$ cat src/logic/mtc_pkg.sv
// shared constants and types for the transmit control and status block
package mtc_pkg;
  localparam int AddrW = 8;
  localparam int DataW = 16;
  localparam logic [7:0] TxCtrlOff = 8'h70;
  localparam logic [7:0] TxStatOff = 8'h72;
  localparam logic [7:0] IrqStatOff = 8'h7c;
  localparam logic [7:0] IrqMaskOff = 8'h7e;
  localparam int IcmpBit = 8;
  localparam int TcpBit = 6;
  localparam int IpBit = 5;
  localparam int FlushBit = 4;
  localparam int FlowBit = 3;
  localparam int PadBit = 2;
  localparam int CrcBit = 1;
  localparam int RunBit = 0;
  localparam int LateBit = 13;
  localparam int MaxBit = 12;
  localparam int FidW = 6;
  localparam logic [15:0] TxCtrlMask = 16'h017f;
  localparam logic [15:0] TxCtrlReset = 16'h0000;
  localparam logic [15:0] TxStatReset = 16'h0000;
  localparam int MinFrameBytes = 64;
  localparam int CrcBytes = 4;
  localparam int IrqW = 3;
  localparam int IrqDone = 0;
  localparam int IrqLate = 1;
  localparam int IrqMax = 2;
  localparam logic [2:0] IrqReset = 3'h0;

  typedef struct packed {
    logic icmpCsum;
    logic tcpCsum;
    logic ipCsum;
    logic padEn;
    logic crcEn;
    logic flowEn;
  } mtc_frame_opts_t;

  typedef struct packed {
    logic done;
    logic lateCol;
    logic maxCol;
    logic [5:0] fid;
  } mtc_tx_result_t;
endpackage : mtc_pkg

$ cat src/logic/mtc_status_capture.sv
// latches the status of the last finished frame as one unit
`timescale 1ns/1ns
module mtc_status_capture import mtc_pkg::*; (
  input wire logic sys_clk,
  input wire logic rst_n,
  input wire mtc_tx_result_t result,
  output logic [15:0] statusWord
);
  logic [15:0] status_q;
  logic [15:0] status_d;

  always_comb begin
    status_d = status_q;
    if (result.done) begin
      status_d = 16'h0000;
      status_d[LateBit] = result.lateCol;
      status_d[MaxBit] = result.maxCol;
      status_d[FidW-1:0] = result.fid;
    end
  end

  always_ff @(posedge sys_clk) begin
    if (!rst_n) begin
      status_q <= TxStatReset;
    end else begin
      status_q <= status_d;
    end
  end

  assign statusWord = status_q;
endmodule : mtc_status_capture

$ cat src/logic/mac_transmit_control_status.sv
// transmit control register, run/stop sequencing, flow control and status
`timescale 1ns/1ns
module mac_transmit_control_status import mtc_pkg::*; #(
  parameter int PtrW = 11
) (
  input wire logic sys_clk,
  input wire logic rst_n,
  input wire logic [AddrW-1:0] regAddr,
  input wire logic [DataW-1:0] regWrData,
  input wire logic regWrite,
  input wire logic regRead,
  output logic [DataW-1:0] regRdData,
  output logic irq,
  // engine side, same clock
  input wire logic frameReady,
  input wire logic [15:0] frameLen,
  input wire logic frameIsIp,
  input wire logic frameIsTcp,
  input wire logic frameIsIcmp,
  input wire logic frameFragmented,
  input wire logic [FidW-1:0] frameId,
  input wire logic frameEnd,
  input wire logic endLateCol,
  input wire logic endMaxCol,
  input wire logic rxAboveThreshold,
  // asynchronous pin level from the phy
  input wire logic fullDuplexPin,
  output logic frameStart,
  output logic transmitting,
  output logic [15:0] padBytes,
  output logic appendCrc,
  output logic insertIpCsum,
  output logic insertTcpCsum,
  output logic insertIcmpCsum,
  output logic sendPause,
  output logic backPressure,
  output logic queueClear,
  output logic [PtrW-1:0] framePtr
);
  typedef enum logic [1:0] {
    ST_STOPPED = 2'b00,
    ST_IDLE = 2'b01,
    ST_SEND = 2'b10
  } mtc_state_t;

  function automatic logic [15:0] padFor(input logic [15:0] len, input logic en);
    logic [15:0] body;
    body = 16'(MinFrameBytes - CrcBytes);
    padFor = (en && len < body) ? 16'(body - len) : 16'h0000;
  endfunction : padFor

  mtc_state_t state_q, state_d;
  logic [15:0] ctrl_q, ctrl_d;
  logic [IrqW-1:0] irqStat_q, irqStat_d;
  logic [IrqW-1:0] irqMask_q, irqMask_d;
  logic [DataW-1:0] rd_q, rd_d;
  logic irq_q, irq_d;
  mtc_frame_opts_t opts_q, opts_d;
  logic [15:0] pad_q, pad_d;
  logic start_q, start_d;
  logic pause_q, pause_d;
  logic bp_q, bp_d;
  logic clear_q, clear_d;
  logic [PtrW-1:0] ptr_q, ptr_d;
  logic pauseArm_q, pauseArm_d;
  logic tx_q, tx_d;
  logic dupSync1_q, dupSync2_q;
  logic [15:0] statusWord;
  mtc_tx_result_t result;

  // two-stage sync of the duplex pin
  always_ff @(posedge sys_clk) begin
    if (!rst_n) begin
      dupSync1_q <= 1'b0;
      dupSync2_q <= 1'b0;
    end else begin
      dupSync1_q <= fullDuplexPin;
      dupSync2_q <= dupSync1_q;
    end
  end

  assign result.done = (state_q == ST_SEND) && frameEnd;
  assign result.lateCol = endLateCol;
  assign result.maxCol = endMaxCol;
  assign result.fid = frameId;

  mtc_status_capture u_status (
    .sys_clk(sys_clk),
    .rst_n(rst_n),
    .result(result),
    .statusWord(statusWord)
  );

  // register file
  always_comb begin
    logic [IrqW-1:0] events;
    events = '0;
    ctrl_d = ctrl_q;
    irqMask_d = irqMask_q;
    rd_d = '0;
    events[IrqDone] = result.done;
    events[IrqLate] = result.done & endLateCol;
    events[IrqMax] = result.done & endMaxCol;
    irqStat_d = irqStat_q;
    if (regWrite) begin
      case (regAddr)
        TxCtrlOff: begin
          ctrl_d = regWrData & TxCtrlMask;
        end
        IrqStatOff: begin
          irqStat_d = irqStat_q & ~regWrData[IrqW-1:0];
        end
        IrqMaskOff: begin
          irqMask_d = regWrData[IrqW-1:0];
        end
        default: begin
          ctrl_d = ctrl_q;
        end
      endcase
    end
    // a new event wins over a clear in the same cycle
    irqStat_d = irqStat_d | events;
    if (regRead) begin
      case (regAddr)
        TxCtrlOff: rd_d = ctrl_q;
        TxStatOff: rd_d = statusWord;
        IrqStatOff: rd_d = {{(DataW-IrqW){1'b0}}, irqStat_q};
        IrqMaskOff: rd_d = {{(DataW-IrqW){1'b0}}, irqMask_q};
        default: rd_d = '0;
      endcase
    end
    irq_d = |(irqStat_d & irqMask_d);
  end

  // transmit sequencing
  always_comb begin
    state_d = state_q;
    opts_d = opts_q;
    pad_d = pad_q;
    start_d = 1'b0;
    clear_d = ctrl_q[FlushBit];
    ptr_d = ptr_q;
    if (ctrl_q[FlushBit]) begin
      ptr_d = '0;
    end else if (start_q) begin
      ptr_d = ptr_q + PtrW'(1);
    end
    case (state_q)
      ST_STOPPED: begin
        if (ctrl_q[RunBit] && !ctrl_q[FlushBit]) begin
          state_d = ST_IDLE;
        end
      end
      ST_IDLE: begin
        if (!ctrl_q[RunBit] || ctrl_q[FlushBit]) begin
          state_d = ST_STOPPED;
        end else if (frameReady && !pause_q && !pause_d) begin
          // no start beside a pause that is about to go out
          state_d = ST_SEND;
          start_d = 1'b1;
          opts_d.crcEn = ctrl_q[CrcBit];
          opts_d.padEn = ctrl_q[PadBit];
          opts_d.ipCsum = ctrl_q[IpBit] & frameIsIp;
          opts_d.tcpCsum = ctrl_q[TcpBit] & frameIsTcp;
          opts_d.icmpCsum = ctrl_q[IcmpBit] & frameIsIcmp & ~frameFragmented;
          opts_d.flowEn = ctrl_q[FlowBit];
          pad_d = padFor(frameLen, ctrl_q[PadBit]);
        end
      end
      ST_SEND: begin
        // run bit is only looked at on frameEnd here so a frame is never cut short
        if (frameEnd) begin
          state_d = ctrl_q[RunBit] ? ST_IDLE : ST_STOPPED;
        end
      end
      default: state_d = ST_STOPPED;
    endcase
    tx_d = (state_d == ST_SEND);
  end

  // flow control: one pause per threshold crossing in full duplex, back-pressure in half duplex
  always_comb begin
    pause_d = 1'b0;
    bp_d = 1'b0;
    pauseArm_d = pauseArm_q;
    if (!rxAboveThreshold) begin
      pauseArm_d = 1'b1;
    end
    if (ctrl_q[FlowBit]) begin
      if (dupSync2_q) begin
        if (rxAboveThreshold && pauseArm_q && state_q != ST_SEND) begin
          pause_d = 1'b1;
          pauseArm_d = 1'b0;
        end
      end else begin
        bp_d = rxAboveThreshold;
      end
    end
  end

  always_ff @(posedge sys_clk) begin
    if (!rst_n) begin
      state_q <= ST_STOPPED;
      ctrl_q <= TxCtrlReset;
      irqStat_q <= IrqReset;
      irqMask_q <= IrqReset;
      rd_q <= '0;
      irq_q <= 1'b0;
      opts_q <= '0;
      pad_q <= '0;
      start_q <= 1'b0;
      pause_q <= 1'b0;
      bp_q <= 1'b0;
      clear_q <= 1'b0;
      ptr_q <= '0;
      pauseArm_q <= 1'b1;
      tx_q <= 1'b0;
    end else begin
      state_q <= state_d;
      ctrl_q <= ctrl_d;
      irqStat_q <= irqStat_d;
      irqMask_q <= irqMask_d;
      rd_q <= rd_d;
      irq_q <= irq_d;
      opts_q <= opts_d;
      pad_q <= pad_d;
      start_q <= start_d;
      pause_q <= pause_d;
      bp_q <= bp_d;
      clear_q <= clear_d;
      ptr_q <= ptr_d;
      pauseArm_q <= pauseArm_d;
      tx_q <= tx_d;
    end
  end

  assign regRdData = rd_q;
  assign irq = irq_q;
  assign frameStart = start_q;
  assign transmitting = tx_q;
  assign padBytes = pad_q;
  assign appendCrc = opts_q.crcEn;
  assign insertIpCsum = opts_q.ipCsum;
  assign insertTcpCsum = opts_q.tcpCsum;
  assign insertIcmpCsum = opts_q.icmpCsum;
  assign sendPause = pause_q;
  assign backPressure = bp_q;
  assign queueClear = clear_q;
  assign framePtr = ptr_q;
endmodule : mac_transmit_control_status

$ cat config.mk
export PLATFORM = sky130hd
export DESIGN_NAME = mac_transmit_control_status
export DESIGN_NICKNAME = d
export VERILOG_FILES = /design/src/logic/mtc_pkg.sv /design/src/logic/mtc_status_capture.sv /design/src/logic/mac_transmit_control_status.sv
export SDC_FILE = /design/constraint.sdc
export NUM_CORES = 1
export LEC_CHECK = 0
export BUFFER_PORTS_ARGS = -buffer_cell sky130_fd_sc_hd__buf_2
export CAP_MARGIN = 20
export CORE_MARGIN = 2
export CORE_UTILIZATION = 52
export DETAILED_ROUTE_END_ITERATION = 8
export HOLD_SLACK_MARGIN = 0.15
export PLACE_DENSITY = 0.84
export SYNTH_ARGS = -nofsm -noshare
export SYNTH_HDL_FRONTEND = slang
export SYNTH_SLANG_ARGS = --single-unit
$ cat constraint.sdc
create_clock -name sys_clk -period 3.4 [get_ports sys_clk]
set_clock_uncertainty 0.15 [all_clocks]
set_input_delay 0.34 -clock sys_clk [delete_from_list [all_inputs] [get_ports sys_clk]]
set_output_delay 0.34 -clock sys_clk [all_outputs]
set_load 0.05 [all_outputs]
==> impl_metrics.ini <==
[run_status]
status = completed

[power]
p_seq_share_pct = 53.4
power_mw = 1.625
ir_drop_mv = 0.2481
pwr-share-clk_pct = 40.4
combPwrFrac_pct = 6.2
power.density_nw_per_um2 = 428.1
power.share.switching_pct = 21.96
power.leakage_nw = 1.709
p_sw_mw = 0.3569
internal-power_mw = 1.268

[global_route]
grt_pass1_vias = 2564
grt_start_max_net_pins = 32
grt_usage_pct = 22.99
antenna_found_initial = 0
grt_pass1_wl_microns = 11210
gr-total-overflow = 0

[cts]
cts_resized = 0
clkTransAtPathRegs_ns = 0.07
cts_tree = built
cts_root_buffer = clkbuf_8
clock_latency_ns = 0.34
clockBufferDepth = 2
post_cts.repair.setup_buffers = 0
cts_hold_buffers = 18
htreeDepth = 3
clkSinkCount = 74
cts_buffers = 9

[synth]
yosys_most_used_dff = dfxtp_1
synthesis.area_sq_um = 2943
yosysSeqAreaShare_pct = 50.34
synth.area.top_cells = dfxtp_1, nand2_1, a21oi_1
avgSynthCellArea_sq_um = 8.972
async_flop_share_pct = 0
synth-edff-count = 0
yosysTopAreaCellShare_pct = 50.34
yosysTopAreaCell = dfxtp_1
synth.ff_latch_count = 74
synth.distinct_cells = 48
synthCells = 328
ys_warn_count = 0

[cells_and_area]
most-common-layout-cells = buf_2, dfxtp_1, nand2_1, a21oi_1, nor2_1
multi_input_area_sq_um = 1330
fill_cells = 482
drive_gt1_share_pct = 26.35
area_delta_synth_final_pct = 29.00
final_util_pct = 69.36
seqCellArea_sq_um = 1481
antennaDiodeCount = 0
layout.nets = 502
final_common_cell = buf_2
layout.cells.non_filler = 516

[sta]
tightest_slew_ns = 0.9673
hold_viol_final = 0
finalSetupTns_ns = 0
worst_slack_ns = 1.296
period_needed_ns = 2.104
max_freq_mhz = 475.4
rsz0062_at_grt = false
min_period_over_period_pct = 61.87
relSlewSlack_pct = 35.45
slew_violations = 0
setup_viol = 0

[detailed_routing]
dr.first_iter.drc_count = 155
met1_length_microns = 3003
top_layer = met4
vias_per_cell = 5.407
ant_nets = 0
met3_length_microns = 436
routedWlPerCell_microns = 13.74
firstDrtPassIters = 4
num_vias = 2790
drc = 0
met2_length_microns = 3501
drt-total-wl_microns = 7090

[place]
preCtsSetupSlack_ns = 1.457
dpl.cell_count = 483
io_buffers = 98
hpwl_microns = 5061
place.gp.congestion = 0.9018

[setup_path]
r2r-start = ctrl_q[4]$_SDFFE_PN0P_
crit_arrival_ns = 2.21
startpoint = rxAboveThreshold
critPathCaptureType = register
critPathLaunchType = input pin
reg2reg_slack_ns = 1.52
path_class = input pin to register
cp_max_fo = 13
cp_data_required_time_ns = 3.51

[floorplanning]
start_util_pct = 53.77
die_width_microns = 79.23
rows = 27
die_area_sq_um = 6277
ios = 113
die_h_microns = 79.23
core_region_area_sq_um = 5473

[hold_path]
hp-start = frameIsIp
hp-class = input pin to register

[flow_run]
drv_cap = 0
==> power by group through the flow <==
stage	combinational (mW)	sequential [mW]	clock, mW
final	0.101	0.868	0.656
after global routing	0.110	0.868	0.698
after CTS	0.101	0.868	0.668
after detailed placement	0.0842	0.888	0
after global placement	0.0817	0.888	0
after floorplan	0.0490	0.888	0
==> metrics by stage <==
step                hold WS, ns  instance area, sq um
floorplan                0.2479                  2962
global placement         0.2691                  3430
detailed placement       0.2776                  3430
CTS                      0.1659                  3796
global route             0.1915                  3796
finish                   0.1808                  3796
==> routing by layer <==
metal  global-route usage [%]  up-vias
li1                         -     1357
met1                    26.31     1294
met2                    39.75      119
met3                    4.545       20
met4                    13.28        0
met5                        0        -
==> area by class of cell <==
type                    count  area share (%)
clock buffers              13           3.922
clock inverters             2          0.9888
inverters                   8          0.7910
multi-input cells         230           35.04
flip-flops and latches     74           39.02
well taps                  72           2.373
repair buffers            117           17.86
==> critical path: stages <==
cell and delay (ns):
dlygate4sd3_1 0.54, buf_2 0.13, nand4_1 0.15, nand4_2 0.31
or4_1 0.60, a21oi_1 0.14
==> cell usage after synthesis, drive strengths merged (4+ instances only) <==
master / instances
mux2i: 4
nand4: 8
buf: 11
nor2: 25
nor3: 5
and2: 9
dfxtp: 74
nand2: 43
inv: 8
clkbuf: 10
o21ai: 4
a21oi: 33
xnor2: 6
a22oi: 6
nand3: 12
and3: 23
or4: 5
xor2: 6
==> worst paths after layout <==
check	end	cells after the start
min reg2reg	dupSync2_q$_SDFF_PN0_	1
max reg2reg	padBytes[2]$_SDFFE_PN0P_	4
max	padBytes[2]$_SDFFE_PN0P_	6
min	insertIpCsum$_SDFFE_PN0P_	4
==> registers in the layout, indices dropped and copies added (netlist names), 2 cells and up <==
name,count
ctrl_q,8
framePtr,11
irqMask_q,3
padBytes,16
state_q,2
irqStat_q,3
regRdData,10
u_status.statusWord,8
==> logic make-up after synthesis <==
family                   synth area share, %
AO/OA/AOI/OAI                          12.16
XOR/XNOR                               3.571
adder cells (fa/ha/maj)               0.8502
buffers and inverters                  5.102
flip-flops                             50.34
multiplexers                           1.361
other                                 0.1274
AND/OR/NAND/NOR                        26.49
(Power assumes the default switching activity.)
